[src/pkg/pll_cfg_pkg.sv]
// constants and types for the sampling pll divider configuration block
package pll_cfg_pkg;
   // serial control frame: read flag, 15-bit address, 8-bit data
   localparam int ADDR_W = 15;
   localparam int DATA_W = 8;
   localparam logic [4:0] HEADER_LAST = 5'h0f;
   localparam logic [4:0] FRAME_LAST = 5'h17;

   localparam logic [14:0] REF_OUT_CTRL_OFS = 15'h003c;
   localparam logic [14:0] FB_DIV_VP_OFS = 15'h003d;
   localparam logic [14:0] FB_DIV_N_OFS = 15'h003e;
   localparam logic [14:0] OSCILLATOR_BIAS_LEVEL_OFS = 15'h003f;
   localparam logic [14:0] PRE_EMPH_OFS = 15'h0048;
   localparam logic [14:0] PIN_OVR_OFS = 15'h0058;

   localparam logic [7:0] REF_OUT_CTRL_RST = 8'h01;
   localparam logic [7:0] FB_DIV_VP_RST = 8'h00;
   localparam logic [7:0] FB_DIV_N_RST = 8'h20;
   localparam logic [7:0] OSCILLATOR_BIAS_LEVEL_RST = 8'h4f;
   localparam logic [7:0] PRE_EMPH_RST = 8'h00;
   localparam logic [7:0] PIN_OVR_RST = 8'h00;
   localparam logic [6:0] OSCILLATOR_BIAS_LEVEL_RECOMMENDED = 7'h4a;

   localparam int REF_OUT_EN_BIT = 0;
   localparam int V_DIV_LSB = 0;
   localparam int P_DIV_LSB = 2;
   localparam int N_DIV_LSB = 0;
   localparam int N_DIV_W = 6;
   localparam int BIAS_W = 7;
   localparam int PE_W = 4;
   localparam int OVR_EN_BIT = 7;
   localparam int OVR_PLL_EN_BIT = 0;
   localparam int TOTAL_W = 11;

   localparam logic [1:0] CODE_0 = 2'h0;
   localparam logic [1:0] CODE_1 = 2'h1;
   localparam logic [1:0] CODE_2 = 2'h2;
   localparam logic [2:0] V_RATIO_0 = 3'h5;
   localparam logic [2:0] V_RATIO_1 = 3'h4;
   localparam logic [2:0] V_RATIO_2 = 3'h3;
   localparam logic [2:0] P_RATIO_0 = 3'h1;
   localparam logic [2:0] P_RATIO_1 = 3'h2;
   localparam logic [2:0] P_RATIO_2 = 3'h4;
   localparam logic [5:0] N_RATIO_RST = 6'h20;

   typedef struct packed {
      logic read;
      logic [14:0] addr;
   } spi_cmd_s;

   typedef struct packed {
      logic [2:0] v;
      logic [2:0] p;
      logic [5:0] n;
   } fb_ratio_s;
endpackage

[src/verilog/pin_sync.sv]
// two-flop synchroniser for asynchronous pins
`timescale 1ns/100ps
module pin_sync #(
   parameter int WIDTH = 1
) (
   // clock and reset
   input wire logic clock_in,
   input wire logic rstn_in,
   // pins and their synchronised copies
   input wire logic [WIDTH-1:0] async_in,
   output logic [WIDTH-1:0] sync_out
);
   logic [WIDTH-1:0] meta_q;

   always_ff @(posedge clock_in or negedge rstn_in) begin
      if (!rstn_in) begin
         meta_q <= '0;
         sync_out <= '0;
      end else begin
         meta_q <= async_in;
         sync_out <= meta_q;
      end
   end
endmodule

[src/verilog/sampling_pll_divider_config.sv]
// serial-port register file and divider configuration for the sampling pll
`timescale 1ns/100ps
module sampling_pll_divider_config #(
   parameter int LANES = 8
) (
   // clock and reset
   input wire logic clock_in,
   input wire logic rstn_in,
   // serial control port
   input wire logic spi_sclk_in,
   input wire logic spi_csn_in,
   input wire logic spi_sdi_in,
   output logic spi_sdo_out,
   output logic spi_sdo_oe_out,
   // pll enable pin
   input wire logic pll_enable_pin_in,
   // configuration outputs
   output logic pll_enable_out,
   output logic ref_out_enable_out,
   output pll_cfg_pkg::fb_ratio_s fb_ratio_out,
   output logic [pll_cfg_pkg::TOTAL_W-1:0] total_ratio_out,
   output logic [pll_cfg_pkg::BIAS_W-1:0] oscillator_bias_level_out,
   output logic [LANES-1:0][pll_cfg_pkg::PE_W-1:0] lane_pre_emphasis_level_out
);
   logic sclk_s, csn_s, sdi_s, pin_en_s;
   logic cs_act_s;
   logic sclk_prev_q;
   logic sclk_rise, sclk_fall;
   logic [4:0] bit_cnt_q;
   logic [23:0] shift_q;
   logic [23:0] shift_d;
   pll_cfg_pkg::spi_cmd_s cmd_q;
   logic header_done_q;
   logic [7:0] tx_q;
   logic [7:0] rd_data;
   logic wr_en;
   logic [7:0] ref_ctrl_q, fb_vp_q, fb_n_q, bias_q, pe_q, ovr_q;
   logic [1:0] v_code, p_code;
   logic [5:0] n_code;

   // slow sampling of the port: sclk must stay under a quarter of clock_in
   pin_sync #(.WIDTH(4)) u_sync (
      .clock_in(clock_in),
      .rstn_in(rstn_in),
      .async_in({spi_sclk_in, ~spi_csn_in, spi_sdi_in, pll_enable_pin_in}),
      .sync_out({sclk_s, cs_act_s, sdi_s, pin_en_s})
   );

   // select synced inverted so the cleared synchroniser reads as deselected
   assign csn_s = ~cs_act_s;

   always_ff @(posedge clock_in or negedge rstn_in) begin
      if (!rstn_in) begin
         sclk_prev_q <= 1'b0;
      end else begin
         sclk_prev_q <= sclk_s;
      end
   end

   assign sclk_rise = sclk_s & ~sclk_prev_q & ~csn_s;
   assign sclk_fall = ~sclk_s & sclk_prev_q & ~csn_s;
   assign shift_d = {shift_q[22:0], sdi_s};
   assign wr_en = sclk_rise && (bit_cnt_q == pll_cfg_pkg::FRAME_LAST)
                  && header_done_q && !cmd_q.read;

   // frame bit counter and input shifter; chip select high aborts a frame
   always_ff @(posedge clock_in or negedge rstn_in) begin
      if (!rstn_in) begin
         bit_cnt_q <= 5'h00;
         shift_q <= 24'h000000;
      end else if (csn_s) begin
         bit_cnt_q <= 5'h00;
      end else if (sclk_rise) begin
         shift_q <= shift_d;
         // stops one past the last bit so extra clocks cannot rewrite
         if (bit_cnt_q <= pll_cfg_pkg::FRAME_LAST) begin
            bit_cnt_q <= bit_cnt_q + 5'h01;
         end
      end
   end

   // header capture
   always_ff @(posedge clock_in or negedge rstn_in) begin
      if (!rstn_in) begin
         cmd_q <= '0;
         header_done_q <= 1'b0;
      end else if (csn_s) begin
         header_done_q <= 1'b0;
      end else if (sclk_rise && bit_cnt_q == pll_cfg_pkg::HEADER_LAST) begin
         cmd_q <= pll_cfg_pkg::spi_cmd_s'(shift_d[15:0]);
         header_done_q <= 1'b1;
      end
   end

   // read mux; unmapped addresses read as zero
   always_comb begin
      rd_data = 8'h00;
      case (shift_d[14:0])
         pll_cfg_pkg::REF_OUT_CTRL_OFS: rd_data = ref_ctrl_q;
         pll_cfg_pkg::FB_DIV_VP_OFS: rd_data = fb_vp_q;
         pll_cfg_pkg::FB_DIV_N_OFS: rd_data = fb_n_q;
         pll_cfg_pkg::OSCILLATOR_BIAS_LEVEL_OFS: rd_data = bias_q;
         pll_cfg_pkg::PRE_EMPH_OFS: rd_data = pe_q;
         pll_cfg_pkg::PIN_OVR_OFS: rd_data = ovr_q;
         default: rd_data = 8'h00;
      endcase
   end

   // read data leaves msb first on falling sclk after the header
   always_ff @(posedge clock_in or negedge rstn_in) begin
      if (!rstn_in) begin
         tx_q <= 8'h00;
         spi_sdo_out <= 1'b0;
         spi_sdo_oe_out <= 1'b0;
      end else if (csn_s) begin
         spi_sdo_oe_out <= 1'b0;
         spi_sdo_out <= 1'b0;
      end else if (sclk_rise && bit_cnt_q == pll_cfg_pkg::HEADER_LAST) begin
         tx_q <= rd_data;
         spi_sdo_oe_out <= shift_d[15];
      end else if (sclk_fall && header_done_q && cmd_q.read) begin
         spi_sdo_out <= tx_q[7];
         tx_q <= {tx_q[6:0], 1'b0};
      end
   end

   // register writes; reserved bits are stored as written
   always_ff @(posedge clock_in or negedge rstn_in) begin
      if (!rstn_in) begin
         ref_ctrl_q <= pll_cfg_pkg::REF_OUT_CTRL_RST;
         fb_vp_q <= pll_cfg_pkg::FB_DIV_VP_RST;
         fb_n_q <= pll_cfg_pkg::FB_DIV_N_RST;
         bias_q <= pll_cfg_pkg::OSCILLATOR_BIAS_LEVEL_RST;
         pe_q <= pll_cfg_pkg::PRE_EMPH_RST;
         ovr_q <= pll_cfg_pkg::PIN_OVR_RST;
      end else if (wr_en) begin
         case (cmd_q.addr)
            pll_cfg_pkg::REF_OUT_CTRL_OFS: ref_ctrl_q <= shift_d[7:0];
            pll_cfg_pkg::FB_DIV_VP_OFS: fb_vp_q <= shift_d[7:0];
            pll_cfg_pkg::FB_DIV_N_OFS: fb_n_q <= shift_d[7:0];
            pll_cfg_pkg::OSCILLATOR_BIAS_LEVEL_OFS: bias_q <= shift_d[7:0];
            pll_cfg_pkg::PRE_EMPH_OFS: pe_q <= shift_d[7:0];
            pll_cfg_pkg::PIN_OVR_OFS: ovr_q <= shift_d[7:0];
            default: ;
         endcase
      end
   end

   // pll enable source and reference output buffer
   always_ff @(posedge clock_in or negedge rstn_in) begin
      if (!rstn_in) begin
         pll_enable_out <= 1'b0;
         ref_out_enable_out <= 1'b0;
      end else begin
         pll_enable_out <= ovr_q[pll_cfg_pkg::OVR_EN_BIT] ?
            ovr_q[pll_cfg_pkg::OVR_PLL_EN_BIT] : pin_en_s;
         ref_out_enable_out <= ref_ctrl_q[pll_cfg_pkg::REF_OUT_EN_BIT]
                               & pll_enable_out;
      end
   end

   assign v_code = fb_vp_q[pll_cfg_pkg::V_DIV_LSB +: 2];
   assign p_code = fb_vp_q[pll_cfg_pkg::P_DIV_LSB +: 2];
   assign n_code = fb_n_q[pll_cfg_pkg::N_DIV_LSB +: pll_cfg_pkg::N_DIV_W];

   // decoded ratios; reserved codes hold the last valid ratio
   always_ff @(posedge clock_in or negedge rstn_in) begin
      if (!rstn_in) begin
         fb_ratio_out.v <= pll_cfg_pkg::V_RATIO_0;
         fb_ratio_out.p <= pll_cfg_pkg::P_RATIO_0;
         fb_ratio_out.n <= pll_cfg_pkg::N_RATIO_RST;
      end else begin
         case (v_code)
            pll_cfg_pkg::CODE_0: fb_ratio_out.v <= pll_cfg_pkg::V_RATIO_0;
            pll_cfg_pkg::CODE_1: fb_ratio_out.v <= pll_cfg_pkg::V_RATIO_1;
            pll_cfg_pkg::CODE_2: fb_ratio_out.v <= pll_cfg_pkg::V_RATIO_2;
            default: ;
         endcase
         case (p_code)
            pll_cfg_pkg::CODE_0: fb_ratio_out.p <= pll_cfg_pkg::P_RATIO_0;
            pll_cfg_pkg::CODE_1: fb_ratio_out.p <= pll_cfg_pkg::P_RATIO_1;
            pll_cfg_pkg::CODE_2: fb_ratio_out.p <= pll_cfg_pkg::P_RATIO_2;
            default: ;
         endcase
         if (n_code != 6'h00) begin
            fb_ratio_out.n <= n_code;
         end
      end
   end

   // total ratio lags the decoded ratios by one cycle
   always_ff @(posedge clock_in or negedge rstn_in) begin
      if (!rstn_in) begin
         total_ratio_out <= 11'(pll_cfg_pkg::V_RATIO_0)
                            * 11'(pll_cfg_pkg::P_RATIO_0)
                            * 11'(pll_cfg_pkg::N_RATIO_RST);
      end else begin
         total_ratio_out <= 11'(fb_ratio_out.v) * 11'(fb_ratio_out.p)
                            * 11'(fb_ratio_out.n);
      end
   end

   // analog settings; one pre-emphasis level fans out to all lanes
   always_ff @(posedge clock_in or negedge rstn_in) begin
      if (!rstn_in) begin
         oscillator_bias_level_out <= pll_cfg_pkg::OSCILLATOR_BIAS_LEVEL_RST[6:0];
         lane_pre_emphasis_level_out <= '0;
      end else begin
         oscillator_bias_level_out <= bias_q[pll_cfg_pkg::BIAS_W-1:0];
         lane_pre_emphasis_level_out <=
            {LANES{pe_q[pll_cfg_pkg::PE_W-1:0]}};
      end
   end

   ref_out_gate_a: assert property (@(posedge clock_in) disable iff (!rstn_in)
      ref_out_enable_out == ($past(ref_ctrl_q[0]) && $past(pll_enable_out)))
      else $error("reference output on without both enables");
   ref_en_reset_a: assert property (@(posedge clock_in) disable iff (!rstn_in)
      !$past(rstn_in) |-> ref_ctrl_q == 8'h01)
      else $error("reference enable not set after reset");
   p_ratio_decode_a: assert property (@(posedge clock_in)
      disable iff (!rstn_in)
      fb_vp_q[3:2] == 2'h2 |=> fb_ratio_out.p == 3'h4)
      else $error("second divider code 2 not divide by 4");
   v_ratio_decode_a: assert property (@(posedge clock_in)
      disable iff (!rstn_in)
      fb_vp_q[1:0] == 2'h0 |=> fb_ratio_out.v == 3'h5)
      else $error("first divider code 0 not divide by 5");
   n_ratio_follow_a: assert property (@(posedge clock_in)
      disable iff (!rstn_in)
      fb_n_q[5:0] != 6'h00 |=> fb_ratio_out.n == $past(fb_n_q[5:0]))
      else $error("third divider does not follow field");
   lanes_common_a: assert property (@(posedge clock_in) disable iff (!rstn_in)
      ##1 lane_pre_emphasis_level_out[LANES-1] == $past(pe_q[3:0])
      && lane_pre_emphasis_level_out[0] == $past(pe_q[3:0]))
      else $error("lane pre-emphasis differs from field");
   pin_override_a: assert property (@(posedge clock_in)
      disable iff (!rstn_in)
      ovr_q[7] |=> pll_enable_out == $past(ovr_q[0]))
      else $error("override does not steer pll enable");
   reserved_hold_a: assert property (@(posedge clock_in)
      disable iff (!rstn_in)
      fb_vp_q[3:2] == 2'h3 |=> $stable(fb_ratio_out.p))
      else $error("reserved code changed second ratio");
   total_product_a: assert property (@(posedge clock_in)
      disable iff (!rstn_in)
      ##1 total_ratio_out == 11'($past(fb_ratio_out.v)) *
      11'($past(fb_ratio_out.p)) * 11'($past(fb_ratio_out.n)))
      else $error("total ratio is not the product");
endmodule

[config.mk]
export PLATFORM = sky130hd
export DESIGN_NAME = sampling_pll_divider_config
export DESIGN_NICKNAME = d
export VERILOG_FILES = /design/src/pkg/pll_cfg_pkg.sv /design/src/verilog/pin_sync.sv /design/src/verilog/sampling_pll_divider_config.sv
export SDC_FILE = /design/constraint.sdc
export NUM_CORES = 1
export LEC_CHECK = 0
export BUFFER_PORTS_ARGS = -buffer_cell sky130_fd_sc_hd__buf_4
export CAP_MARGIN = 20
export CELL_PAD_IN_SITES_DETAIL_PLACEMENT = 0
export CELL_PAD_IN_SITES_GLOBAL_PLACEMENT = 1
export CORE_ASPECT_RATIO = 0.9
export CORE_MARGIN = 3
export CORE_UTILIZATION = 35
export CTS_CLUSTER_DIAMETER = 200
export DETAILED_ROUTE_END_ITERATION = 7
export GPL_TIMING_DRIVEN = 0
export PLACE_DENSITY = 0.68
export SYNTH_ARGS = -nofsm -noshare
export SYNTH_HDL_FRONTEND = slang
export SYNTH_SLANG_ARGS = --single-unit
export TNS_END_PERCENT = 50
[constraint.sdc]
create_clock -name clock_in -period 8.6 [get_ports clock_in]
set_clock_uncertainty 0.05 [all_clocks]
set_input_delay 1.29 -clock clock_in [delete_from_list [all_inputs] [get_ports clock_in]]
set_output_delay 1.29 -clock clock_in [all_outputs]
set_load 0.1 [all_outputs]
# Word-level counts from Yosys, hierarchy flattened
# Index checks and enable logic that the tools add are counted.
[op_classes] bitwise=8 reduce_logical=24 mul=2 n_lt_le_gt_ge=1 muxes=16 n_addsub=1 n_eq_ne=23
[ops] operator="$eq 15x6->1 const B" count=8
[ops] operator="$eq 15x7->1 const B" count=4
[ops] operator="$pmux 8 s6" count=1
[ops] operator="$reduce_and 2->1" count=11
[ops] operator="$pmux 3 s3" count=2
[ops] operator="$mux 8" count=2
[ops] operator="$mux 5" count=3
[ops] operator="$mul 6x6->11" count=1
[ops] operator="$ne 2x2->1 const B" count=5
[ops] operator="$mux 1" count=8
[ops] operator="$logic_and 1x1->1" count=6
[ops] operator="$mul 3x3->6" count=1
[ops] operator="$reduce_bool 3->1" count=2
[ops] operator="$reduce_bool 6->1" count=1
[ops] operator="$add 5x1->5 const B" count=1
[ops] operator="$and 1x1->1" count=5
[ops] operator="$eq 5x4->1 const B" count=1
[ops] operator="$eq 5x5->1 const B" count=1
[ops] operator="$le 5x5->1 const B" count=1
[ops] operator="$eq 2x1->1 const B" count=2
[ops] operator="$eq 2x2->1 const B" count=2
[ops] operator="$logic_not 2->1" count=2
[ops] operator="$not 1->1" count=3
[ops] operator="$reduce_bool 2->1" count=1
[ops] operator="$logic_not 1->1" count=1
[word_totals] out_inout_bits=66 register_bits=140 input_bits=6 wordCells=100

# Logic depth before layout (Yosys ltp)
# Gate-level depths: netlist of the first run.
[logic_depth] word_depth=8 depth_mapped=17 depth_no_buf=17

# Cells and area by module
# A second synthesis of the first run with hierarchy kept.
[unflattened] hier_cells=531 area_unflattened_um2=7358.3
[by_module_without_submodules] mod="sampling_pll_divider_config" area_each_um2=7158.1 seq_area_each_um2=3325.7 cells_per_inst=523 n_inst=1
[by_module_without_submodules] mod="pin_sync" area_each_um2=200.2 seq_area_each_um2=200.2 cells_per_inst=8 n_inst=1

# Worst setup path after synthesis of the first run
# OpenSTA, ideal clock, no wires.
[synth_path] path_kind="register -> register" startpoint="register fb_ratio_out[10] (netlist name)" endpoint="register total_ratio_out[9] (netlist name)" synth_period_minus_slack_ns=5.469 n_path_buf=0 t_required_ns=8.480 setup_slack_ns=3.131 setup_ns=0.070 stages_incl_launch_ff=17 t_arrival_ns=5.348 cell_sequence="dfrtp_1 and2_1 fa_1 ha_1 fa_1 xor2_1 and2_1 fa_1 inv_1 fa_1 fa_1 inv_1 ha_1 a21o_1 a21oi_1 or4b_2 nand4_1"
[synth_between] elab_chain_len=2
[synth_lines] element="from (decl)" line_no="sampling_pll_divider_config.sv:20" rtl="output pll_cfg_pkg::fb_ratio_s fb_ratio_out,"
[synth_lines] element="$mul 3x3->6" line_no="sampling_pll_divider_config.sv:198" rtl="total_ratio_out <= 11'(fb_ratio_out.v) * 11'(fb_ratio_out.p)"
[synth_lines] element="$mul 6x6->11" line_no="sampling_pll_divider_config.sv:199" rtl="* 11'(fb_ratio_out.n);"
[synth_lines] element="to (signal assigned)" line_no="sampling_pll_divider_config.sv:194" rtl="total_ratio_out <= 11'(pll_cfg_pkg::V_RATIO_0)"
[synth_lines] element="to (signal assigned)" line_no="sampling_pll_divider_config.sv:198"
[synth_lines] element="to (decl)" line_no="sampling_pll_divider_config.sv:21" rtl="output logic [pll_cfg_pkg::TOTAL_W-1:0] total_ratio_out,"
# Every way passes these cells.
# A chain may end at the register's enable or synchronous reset.

# Final worst setup path of the first run
[layout_path] startpoint="register fb_ratio_out[6] (netlist name)" endpoint="register total_ratio_out[9] (netlist name)"
# The elaborated chain is that of the path after synthesis.

==> results of run 1 <==
[where the power goes]
group	switching (mW)	leakage [nW]	internal [mW]
clock network	0.289	0.293	0.486
logic	0.0959	2.30	0.0423
registers	0.0117	1.85	0.680
[through the flow]
| step | utilization | instances | setup slack [ps] | power (mW) |
|---|---|---|---|---|
| 2_1_floorplan | - | 588 | 3131 | 0.7825 |
| 3_3_place_gp | 0.4062 | 909 | 3280 | 0.8379 |
| 3_5_place_dp | 0.4080 | 911 | 3202 | 0.8427 |
| 4_1_cts | 0.4400 | 943 | 3197 | 1.623 |
| 5_1_grt | 0.4400 | 943 | 2917 | 1.668 |
| 6_report | 0.4400 | 943 | 3196 | 1.604 |
[sequential cells by signal (all words and copies together), names as in the netlist, 7 cells and up]
name,cells
fb_ratio_out,12
tx_q,8
fb_n_q,8
ref_ctrl_q,8
ovr_q,8
cmd_q,16
total_ratio_out,11
oscillator_bias_level_out,7
shift_q,15
bias_q,8
pe_q,8
fb_vp_q,8
[cells by family after synthesis]
logic type / Yosys count
mux: 75
simple gates: 177
fa+ha+maj: 47
compound gates: 61
buf+inv: 76
xor+xnor: 12
flops: 140
[critical path, cell delays in order (launching register included)]
cell,delay (ps)
dfstp_2,640
and2_1,170
fa_1,410
ha_1,230
fa_1,370
xor2_1,390
and2_1,220
fa_1,420
inv_1,80
fa_1,440
fa_1,540
inv_1,40
ha_1,340
a21o_1,130
a21oi_1,110
or4b_2,630
nand4_1,110
[layout make-up]
cell class | instances | share of cell area
sequential | 140 | 0.4105
timing repair buffer | 73 | 0.06629
buffer | 49 | 0.03540
multi-input combinational | 372 | 0.3668
clock buffer | 18 | 0.04997
clock inverter | 14 | 0.02273
inverter | 27 | 0.01180
tap | 250 | 0.03642
[final timing paths]
path / start / end / depth (start not counted)
worst max-delay path: fb_ratio_out[6]$_DFFE_PN1P_ / total_ratio_out[9]$_DFF_PN0_ / 16
worst min-delay path: u_sync.meta_q[1]$_DFF_PN0_ / u_sync.sync_out[1]$_DFF_PN0_ / 0
worst max register to register: fb_ratio_out[6]$_DFFE_PN1P_ / total_ratio_out[9]$_DFF_PN0_ / 16
worst min register to register: u_sync.meta_q[1]$_DFF_PN0_ / u_sync.sync_out[1]$_DFF_PN0_ / 0
max in group asynchronous: rstn_in / fb_ratio_out[5]$_DFFE_PN1P_ / 2
min in group asynchronous: rstn_in / total_ratio_out[8]$_DFF_PN0_ / 1
[placed cells by master (no fill, tap or decap), types with 7 or more instances in the layout]
| cell | n |
|---|---|
| mux2_2 | 67 |
| mux2_4 | 8 |
| a21o_1 | 8 |
| clkbuf_16 | 17 |
| clkbuf_1 | 20 |
| ha_1 | 29 |
| nand2_1 | 76 |
| dfstp_2 | 18 |
| dfrtp_1 | 122 |
| buf_4 | 98 |
| a22oi_1 | 16 |
| and2_1 | 27 |
| a31oi_1 | 8 |
| a21oi_1 | 13 |
| a211oi_1 | 7 |
| xnor2_1 | 8 |
| and3_1 | 14 |
| fa_1 | 18 |
| nand3_1 | 12 |
| inv_1 | 27 |
[routing by layer]
metal	wire (um)	vias up	track usage
met3	752	16	0.03806
li1	-	2194	-
met5	0	-	0
met1	7184	2350	0.2021
met2	7030	106	0.2262
met4	196	0	0.04507
==> parameters.txt, run 1 <==
Parameter                              Value

Status
  Result of the run ... completed

Placement
  Post-placement cell area ... around 8000 um^2
  Detail Placement HPWL ... between 10000 and 15000 um
  Final weighted congestion of routability-driven global placement ... 0.7979
  Number of buffers inserted by port buffering ... 71

Synth
  Gate count after technology mapping ... about 600
  Proportion of synthesized area in mux cells ... 0.1235
  Fraction of synthesized cell area taken by the top area cell type ... 0.4311
  Sequential share of the synthesized area ... 0.4979
  Per-instance average area after synthesis ... between 10 and 15 um^2
  Area share of fa/ha/maj cells after synthesis ... 0.1021
  Largest cells by area after synthesis ... dfrtp_1 43%, mux2_2 11%, dfstp_2 6.7%
  EDFF count, synth ... 0
  Synth cell types ... 48
  Post-synth net total ... around 640
  Largest family of logic cells by synthesized area ... simple AND/OR/NAND/NOR gates
  Post-Synth Simple-Gate Area ... 0.1454
  Number of synthesized register bits ... 140
  Compound-gate portion of the synthesized area ... 0.05901
  Synth Warn # ... 0
  Synthesized cell area ... just over 7000 um^2
  Main flop type after synthesis ... dfrtp_1
  List of most frequent post-synthesis cells ... 122 x dfrtp_1, 76 x nand2_1, 67 x mux2_2, 29 x ha_1, 28 x buf_4
  Async set-or-reset flop fraction in the synthesized netlist ... 1.000
  Post-synth top area cell ... dfrtp_1
  Xor-xnor portion of the synthesized cell area ... 0.01484
  Top-count cell post-synth ... dfrtp_1

Timing
  Transition at the pin with the smallest max-transition slack ... between 1000 and 1500 ps
  Total of endpoints with negative setup slack in the final report ... 0
  Final Max Tran Viols ... 0
  Final period demand of the worst path ... 5404 ps
  Max Clock Freq ... 185.1 MHz
  Worst-case hold slack ... roughly 300 ps
  Tightest slew margin relative to the limit ... 0.3048
  Final-report hold violation count ... 0
  Setup TNS ... 0 ps
  Setup repair after global routing missed its margin ... false
  Final critical-path share of the clock period ... 0.6284

Route
  Pre-antenna DRT Iters ... 4
  Routed via count ... about 4700
  Post-route antenna net violation count ... 0
  Post-DR wirelength/cell ... between 15 and 20 um
  Routed wire length ... ~15000 um
  Number of DRC violations after detailed-routing iteration 0 ... about 280
  Via density ... 4.948
  Residual DRC count ... 0

Global routing
  Pin count of the biggest net entering global routing ... 77
  Vias in the first global route ... around 4800
  Initial antenna violation count ... 0
  Total global routing track utilization ... 0.1462
  Wire length of the first global-routing pass ... 25300 um
  Total congestion overflow after global routing ... 0

Power
  Leakage ... between 4 and 5 nW
  Peak supply drop ... 0.1167 mV
  Power Dens Cells ... 186.8 nW/um^2

Worst setup path
  Launching element type of the critical path ... flip-flop
  CP endpoint kind ... flip-flop
  Worst reg2reg setup slack ... 3200 ps
  Largest fanout on the critical path ... 10
  Arrival @ worst endpoint ... between 5000 and 6000 ps
  Worst Path Required ... about 8900 ps
  Kind of critical path ... flip-flop to flip-flop

Floorplanning
  Area of the core region ... between 15000 and 20000 um^2
  Starting utilization of the core area ... 0.3628
  Number of top-level pins ... 72
  Standard-cell row count ... 48
  Die width ... 155.9 um
  Floorplan die area ... roughly 22000 um^2
  Overall die height ... roughly 140 um

Final layout
  Signed area change from the synthesized netlist to the final layout ... 21.27%
  Filler instances ... ~1800
  Footprint of the multi-input gates ... ~3200 um^2
  Footprint of the flip-flops and latches ... 3526 um^2
  Ant diodes ... 0
  Final Cell Area ... 8588 um^2
  Layout net count ... between 700 and 800
  Layout cells sized above 1 ... 0.3492

Clocking
  CTS tree ... built
  Total number of H-tree levels ... 4
  CTS-repair resized insts ... 0
  CTS buffer count ... 17
  Total setup buffers inserted after CTS ... 0
  Number of clock sinks ... 140
  Clock tree root buffer cell ... clkbuf_16
  Clock slew seen by the registers of the worst setup and hold paths ... 60 ps
  Total of hold buffers inserted after clock tree synthesis ... 0
  Deepest clock path buffer count ... 2
  Clock latency of the later-clocked register in the worst-skew pair ... between 400 and 500 ps

Flow run
  Number of max-cap violations ... 0

Hold path
  Min-delay worst type ... flip-flop to flip-flop
Note: power is estimated with default switching activity, not from simulation.
==> inputs of run 2 (changes only) <==
PLACE_DENSITY = 0.71   (was 0.68)
clock period = 4.8 ns   (was 8.6 ns; I/O delays follow)
==> run 2 against run 1 <==
  * Cell count grew 0.64%
  * Worst setup slack lost 3200 ps
  * Combinational power grew 81%
  * Non-clock buffer count grew 6
  * Register-to-register slack lost 3200 ps
==> parameters.txt, run 2 (synthesis results as in run 1) <==
Parameter                              Value

Timing
  Tightest slew margin relative to the limit ... 0.2980 (-0.006853)
  Worst-case hold slack ... 216.2 ps (-80.91 ps)
  Max Clock Freq ... 209.1 MHz (+13%)
  Setup repair after global routing missed its margin ... true
  Total of endpoints with negative setup slack in the final report ... 0 (unchanged)
  Final critical-path share of the clock period ... 0.9962 (+0.3678)
  Final-report hold violation count ... 0 (unchanged)
  Transition at the pin with the smallest max-transition slack ... 1044 ps (+10.19 ps)
  Final period demand of the worst path ... 4782 ps (-622.1 ps)
  Final Max Tran Viols ... 0 (unchanged)

Route
  Via density ... 4.904 (-0.89%)
  Routed via count ... 4654 (-0.26%)
  Residual DRC count ... 0 (unchanged)
  Post-DR wirelength/cell ... 16.37 um (+1.8%)
  Post-route antenna net violation count ... 0 (unchanged)
  Number of DRC violations after detailed-routing iteration 0 ... 304 (+9.0%)
  Pre-antenna DRT Iters ... 4 (unchanged)
  Routed wire length ... 15530 um (+2.4%)

Placement
  Number of buffers inserted by port buffering ... 71 (unchanged)
  Final weighted congestion of routability-driven global placement ... 0.8423 (+5.6%)
  Detail Placement HPWL ... 10930 um (+1.8%)

Final layout
  Utilization of the core after routing ... 0.4483 (+0.008333)
  Flip-flop count of the largest register after layout ... 16 (unchanged)
  Register name with the most flops ... cmd_q
  Ant diodes ... 0 (unchanged)
  Filler instances ... 1746 (-1.5%)
  Layout cells sized above 1 ... 0.3863 (+0.03706)
  Layout net count ... 739 (+0.82%)
  Leading cell type in the layout, fill and taps excluded ... dfrtp_1
  Signed area change from the synthesized netlist to the final layout ... 23.57%
  Highest-count cells in the layout ignoring fill and taps ... 119 x dfrtp_1, 104 x buf_4, 76 x nand2_1, 67 x mux2_2
  Top Registers ... cmd_q: 16 flops, shift_q: 15 flops, fb_ratio_out: 12 flops

Floorplanning
  Standard-cell row count ... 48 (unchanged)
  Number of top-level pins ... 72 (unchanged)
  Overall die height ... 140.9 um (unchanged)
  Area of the core region ... 19520 um^2 (unchanged)
  Floorplan die area ... 21980 um^2 (unchanged)
  Starting utilization of the core area ... 0.3628 (unchanged)
  Die width ... 155.9 um (unchanged)

Worst setup path
  Depth of the worst register-to-register path ... 16 (unchanged)
  Worst path cell trace ... and2_4, fa_1, ha_2, fa_2, xor2_4, and2_4, fa_1, inv_1, fa_1, fa_1, inv_2, ha_4, a21o_1, a21oi_2, or4b_4, nand4_1
  Buf+Inv Stages, Crit Path ... 2 (unchanged)
  CP endpoint kind ... flip-flop
  Worst reg2reg setup slack ... 20 ps (-3180 ps)
  Gate family responsible for the most delay along the worst path ... adder cells
  Worst Path Required ... 5100 ps (-3810 ps)
  Largest fanout on the critical path ... 6 (-4)
  Critical Path End ... total_ratio_out[9]$_DFF_PN0_
  Launching element type of the critical path ... flip-flop
  Start point of the critical path ... fb_ratio_out[11]$_DFFE_PN1P_
  Levels on crit path ... 16 (unchanged)
  Crit Reg-Reg Startpoint ... fb_ratio_out[11]$_DFFE_PN1P_
  Arrival @ worst endpoint ... 5090 ps (-630 ps)
  R2r endpoint ... total_ratio_out[9]$_DFF_PN0_
  Kind of critical path ... flip-flop to flip-flop
  Most common cell on crit path ... fa_1
  Slowest library cell on the worst path ... dfstp_4
  Largest stage delay on the critical path ... 620 ps (-20 ps)

Global routing
  Wire length of the first global-routing pass ... 25490 um (+0.76%)
  Total congestion overflow after global routing ... 0 (unchanged)
  Total global routing track utilization ... 0.1478 (+0.001604)
  Initial antenna violation count ... 0 (unchanged)
  Vias in the first global route ... 4794 (-0.10%)
  Pin count of the biggest net entering global routing ... 80 (+3.9%)

Clocking
  Clock tree root buffer cell ... clkbuf_16
  Clock latency of the later-clocked register in the worst-skew pair ... 420 ps (about the same)
  Number of clock sinks ... 140 (unchanged)
  Clock slew seen by the registers of the worst setup and hold paths ... 60 ps (about the same)
  Deepest clock path buffer count ... 2 (unchanged)
  CTS buffer count ... 17 (unchanged)
  CTS tree ... built
  Total number of H-tree levels ... 4 (unchanged)
  Total of hold buffers inserted after clock tree synthesis ... 0 (unchanged)

Status
  Result of the run ... completed

Power
  Power Dens Cells ... 326.1 nW/um^2 (+75%)
  Peak supply drop ... 0.2254 mV (+93%)
  Leakage ... 4.472 nW (+0.60%)

Flow run
  Number of max-cap violations ... 0 (unchanged)

Hold path
  Min-delay worst type ... input port to async pin
[run 2: cell type report]
class / instances / area (um^2) / share of cell area
timing repair buffer: 79 / 619.3 / 0.07077
clock inverter: 11 / 131.4 / 0.01501
multi-input combinational: 372 / 3249 / 0.3713
buffer: 49 / 304.0 / 0.03474
inverter: 27 / 101.3 / 0.01158
clock buffer: 21 / 491.7 / 0.05619
tap: 250 / 312.8 / 0.03574
sequential: 140 / 3541 / 0.4046
[run 2: report_power, final]
group	switching, mW	leakage (nW)	internal [mW]	total, mW
Clock	0.520	0.297	0.843	1.36
Combinational	0.174	2.33	0.0759	0.250
Sequential	0.0219	1.85	1.22	1.24
[run 2: metrics by stage]
stage / power, mW / area (um^2) / std cells / setup TNS, ps / worst slack, ps
final: 2.853 / 8751 / 949 / 0 / 18.19
after global routing: 2.960 / 8751 / 949 / -391.8 / -147.1
after CTS: 2.886 / 8742 / 949 / -1.499 / -1.499
after detailed placement: 1.516 / 8059 / 911 / -530.3 / -255.5
after global placement: 1.503 / 8018 / 909 / -348.6 / -167.9
after floorplan: 1.402 / 7172 / 588 / -360.5 / -212.3
[run 2: worst min-delay path by stage]
| stage | startpoint | to | cells past startpoint |
|---|---|---|---|
| global route | rstn_in | total_ratio_out[9]$_DFF_PN0_ | 1 |
| global placement | u_sync.meta_q[1]$_DFF_PN0_ | u_sync.sync_out[1]$_DFF_PN0_ | 0 |
| detailed placement | u_sync.meta_q[3]$_DFF_PN0_ | u_sync.sync_out[3]$_DFF_PN0_ | 0 |
| CTS | rstn_in | total_ratio_out[9]$_DFF_PN0_ | 1 |
| floorplan | u_sync.meta_q[0]$_DFF_PN0_ | u_sync.sync_out[0]$_DFF_PN0_ | 0 |
| finish | rstn_in | total_ratio_out[9]$_DFF_PN0_ | 1 |
[run 2: metal layers]
metal / vias to the layer above / routed length, um / track usage
li1: 2202 / - / -
met1: 2371 / 7420 / 0.2036
met2: 79 / 7472 / 0.2349
met3: 2 / 592 / 0.03683
met4: 0 / 46 / 0.03717
met5: - / 0 / 0
[run 2: what timing repair did]
action / CTS / global route
buffers inserted: 6 / 0
gates cloned: 0 / 0
gates resized for setup: 2 / 3
pin swaps: 11 / 1
hold endpoints to repair: 0 / 0
endpoints found under the setup margin: 3 / 4
==> inputs of run 3 (changes only) <==
ABC_AREA = 1   (was unset)
CELL_PAD_IN_SITES_DETAIL_PLACEMENT = 1   (was 0)
CELL_PAD_IN_SITES_GLOBAL_PLACEMENT = 2   (was 1)
CORE_UTILIZATION = 33   (was 35)
MAX_ROUTING_LAYER = met4   (was unset)
PLACE_DENSITY = 0.84   (was 0.71)
==> run 3 against run 2 <==
  * Clock-buffer cell count decreased by 2
  * Utilization fell by 2.8 points
  * Critical path depth is 2 higher
  * Cell count is 36% higher
  * Register-to-register slack better by 40 ps
  * Combinational power is 2% lower
  * Cell area up 5.6%
  * Sequential power about the same
  * Total power down 0.94%
  * Worst setup slack gained 36 ps
==> parameters.txt, run 3 <==
Parameter                              Value

Worst setup path
  Worst reg2reg setup slack ... 50 ps (+40 ps)
  Crit Reg-Reg Startpoint ... fb_ratio_out[9]$_DFFE_PN1P_
  Gate family responsible for the most delay along the worst path ... adder cells
  Slowest library cell on the worst path ... dfstp_4
  Levels on crit path ... 18 (+2)
  Launching element type of the critical path ... flip-flop
  Most common cell on crit path ... fa_1
  CP endpoint kind ... flip-flop
  Depth of the worst register-to-register path ... 18 (+2)
  Worst path cell trace ... nand2_1, inv_2, fa_1, ha_2, fa_2, xnor2_4, nor2_2, fa_1, fa_1, inv_2, fa_1, inv_2, ha_4, buf_6, nand2_1, nand2_1, a21oi_2, xnor2_2
  Largest stage delay on the critical path ... 630 ps (about the same)
  Largest fanout on the critical path ... 5 (-1)
  Arrival @ worst endpoint ... 5040 ps (-50 ps)
  Buf+Inv Stages, Crit Path ... 4 (+2)
  R2r endpoint ... total_ratio_out[9]$_DFF_PN0_
  Kind of critical path ... flip-flop to flip-flop
  Worst Path Required ... 5090 ps (about the same)

Floorplanning
  Area of the core region ... 21950 um^2 (+12%)
  Floorplan die area ... 24510 um^2 (+12%)
  Standard-cell row count ... 51 (+6.3%)
  Number of top-level pins ... 72 (unchanged)
  Die width ... 164.7 um (+5.6%)
  Overall die height ... 148.8 um (+5.6%)
  Starting utilization of the core area ... 0.3407 (-0.02213)

Route
  Number of DRC violations after detailed-routing iteration 0 ... 340 (+12%)
  Via density ... 4.756 (-3.0%)
  Residual DRC count ... 0 (unchanged)
  Post-DR wirelength/cell ... 16.21 um (-0.98%)
  Routed wire length ... 20950 um (+35%)
  Pre-antenna DRT Iters ... 4 (unchanged)
  Routed via count ... 6150 (+32%)
  Post-route antenna net violation count ... 0 (unchanged)

Clocking
  Number of clock sinks ... 140 (unchanged)
  Clock slew seen by the registers of the worst setup and hold paths ... 70 ps (about the same)
  Clock latency of the later-clocked register in the worst-skew pair ... 420 ps (about the same)
  CTS tree ... built
  Total of hold buffers inserted after clock tree synthesis ... 0 (unchanged)
  Clock tree root buffer cell ... clkbuf_16
  Total number of H-tree levels ... 4 (unchanged)
  Deepest clock path buffer count ... 2 (unchanged)
  CTS buffer count ... 17 (unchanged)

Global routing
  Total congestion overflow after global routing ... 0 (unchanged)
  Initial antenna violation count ... 0 (unchanged)
  Total global routing track utilization ... 0.1844 (+0.03658)
  Wire length of the first global-routing pass ... 33950 um (+33%)
  Pin count of the biggest net entering global routing ... 77 (-3.8%)
  Vias in the first global route ... 6297 (+31%)

Synth
  Synthesized cell area ... 7478 um^2 (+5.6%)
  Synth cell types ... 34 (-29%)
  Post-synth net total ... 940 (+47%)
  Gate count after technology mapping ... 887 (+51%)
  EDFF count, synth ... 0 (unchanged)
  Sequential share of the synthesized area ... 0.4715 (-0.02641)
  Per-instance average area after synthesis ... 8.431 um^2 (-30%)
  Async set-or-reset flop fraction in the synthesized netlist ... 1.000 (unchanged)
  Post-synth top area cell ... dfrtp_1
  Number of synthesized register bits ... 140 (unchanged)
  Largest cells by area after synthesis ... dfrtp_1 41%, nand2_1 13%, dfstp_2 6.3%
  Top-count cell post-synth ... nand2_1
  Fraction of synthesized cell area taken by the top area cell type ... 0.4082 (-0.02286)
  Main flop type after synthesis ... dfrtp_1
  Synth Warn # ... 0 (unchanged)
  List of most frequent post-synthesis cells ... 266 x nand2_1, 122 x dfrtp_1, 119 x inv_1, 58 x nor2_1, 54 x nand3_1

Timing
  Total of endpoints with negative setup slack in the final report ... 0 (unchanged)
  Setup repair after global routing missed its margin ... true
  Transition at the pin with the smallest max-transition slack ... 1010 ps (-33.96 ps)
  Final critical-path share of the clock period ... 0.9887 (-0.007507)
  Worst-case hold slack ... 231.6 ps (+15.41 ps)
  Final-report hold violation count ... 0 (unchanged)
  Final Max Tran Viols ... 0 (unchanged)
  Final period demand of the worst path ... 4746 ps (-36.04 ps)
  Tightest slew margin relative to the limit ... 0.3208 (+0.02283)
  Max Clock Freq ... 210.7 MHz (+0.76%)

Power
  Leakage ... 4.921 nW (+10%)
  Peak supply drop ... 0.1805 mV (-20%)
  Power Dens Cells ... 306.0 nW/um^2 (-6.2%)

Status
  Result of the run ... completed

Placement
  Final weighted congestion of routability-driven global placement ... 0.8121 (-3.6%)
  Detail Placement HPWL ... 15070 um (+38%)
  Number of buffers inserted by port buffering ... 71 (unchanged)
  Placed Cells incl. Taps ... 1250 (+37%)

Hold path
  Min-delay worst type ... input port to async pin

Final layout
  Final standard cell count with taps included and fillers excluded ... 1293 (+36%)
  Ant diodes ... 0 (unchanged)
  Leading cell type in the layout, fill and taps excluded ... nand2_1
  Signed area change from the synthesized netlist to the final layout ... 23.52% (about the same)
  Layout cells sized above 1 ... 0.2216 (-0.1647)
  Layout net count ... 1042 (+41%)
  Highest-count cells in the layout ignoring fill and taps ... 263 x nand2_1, 119 x dfrtp_1, 114 x inv_1, 109 x buf_4, 56 x nor2_1
  Register name with the most flops ... cmd_q
  Top Registers ... cmd_q: 16 flops, shift_q: 15 flops, fb_ratio_out: 12 flops
  Flip-flop count of the largest register after layout ... 16 (unchanged)

Flow run
  Number of max-cap violations ... 0 (unchanged)
run 3: changes by cell type in the layout (fill, tap and decap cells not counted), moves of 14 or more:
cell | before | now
o21ai_0 | 1 | 40
nand4_1 | 1 | 50
a22oi_1 | 16 | 0
nand2_1 | 76 | 263
nand3_1 | 12 | 52
mux2_2 | 67 | 4
and2_1 | 22 | 0
nor2_1 | 6 | 56
and3_1 | 14 | 0
inv_1 | 25 | 114
run 3: kinds of logic (layout without fill, tap and decap cells):
group | after synthesis | in the layout | synth area share
adders and majority gates | 47 | 47 | 0.09670
muxes | 4 | 4 | 0.006023
AOI/OAI and AO/OA | 61 | 61 | 0.04534
and+or+nand+nor | 450 | 450 | 0.2662
DFF | 140 | 140 | 0.4715
xor gates and xnor gates | 8 | 8 | 0.009368
buffers and inverters | 177 | 292 | 0.1049
run 3: power by group:
| part | total [mW] | switching [mW] | internal, mW |
|---|---|---|---|
| clock | 1.36 | 0.536 | 0.821 |
| combinational | 0.245 | 0.201 | 0.0444 |
| sequential | 1.22 | 0.0207 | 1.20 |
| total | 2.83 | 0.757 | 2.07 |
run 3: final cells by class:
cell class / instances / area [um^2]
Tap cell: 291 / 364.1
Buffer: 52 / 315.3
Clock buffer: 19 / 432.9
Clock inverter: 13 / 167.7
Sequential cell: 140 / 3541
Inverter: 125 / 469.2
Timing Repair Buffer: 83 / 650.6
Fill cell: 2622 / 12710
Multi-Input combinational cell: 570 / 3297
run 3: what timing repair did:
item,in CTS,in global routing
pin swaps,2,19
setup buffers,2,9
endpoints found under the setup margin,3,3
resized for setup,2,18
run 3: worst max-delay path by stage:
stage	startpoint	end	slack (ps)
after floorplan	fb_ratio_out[6]$_DFFE_PN1P_	total_ratio_out[10]$_DFF_PN0_	40
after global placement	fb_ratio_out[6]$_DFFE_PN1P_	total_ratio_out[10]$_DFF_PN0_	-90
after detailed placement	fb_ratio_out[6]$_DFFE_PN1P_	total_ratio_out[10]$_DFF_PN0_	-80
after CTS	fb_ratio_out[6]$_DFFE_PN1P_	total_ratio_out[9]$_DFF_PN0_	10
after global routing	fb_ratio_out[9]$_DFFE_PN1P_	total_ratio_out[10]$_DFF_PN0_	-160
final	fb_ratio_out[9]$_DFFE_PN1P_	total_ratio_out[9]$_DFF_PN0_	50
run 3: stage by stage:
step / setup WS (ps) / instance area [um^2] / utilization / TNS, ps / power (mW)
floorplan: 38.82 / 7556 / - / 0 / 1.367
global placement: -86.00 / 8453 / 0.3851 / -142.4 / 1.488
detailed placement: -79.09 / 8484 / 0.3865 / -174.4 / 1.492
CTS: 13.86 / 9114 / 0.4152 / 0 / 2.857
global route: -164.2 / 9238 / 0.4208 / -328.5 / 2.949
finish: 54.22 / 9238 / 0.4208 / 0 / 2.827
run 3: per-layer routing:
layer,GRT usage,wire length [um],vias up
met5,-,0,-
met4,0.04612,240,0
met3,0.03304,917,10
met2,0.2821,9781,101
met1,0.2556,10020,3041
li1,-,-,2998
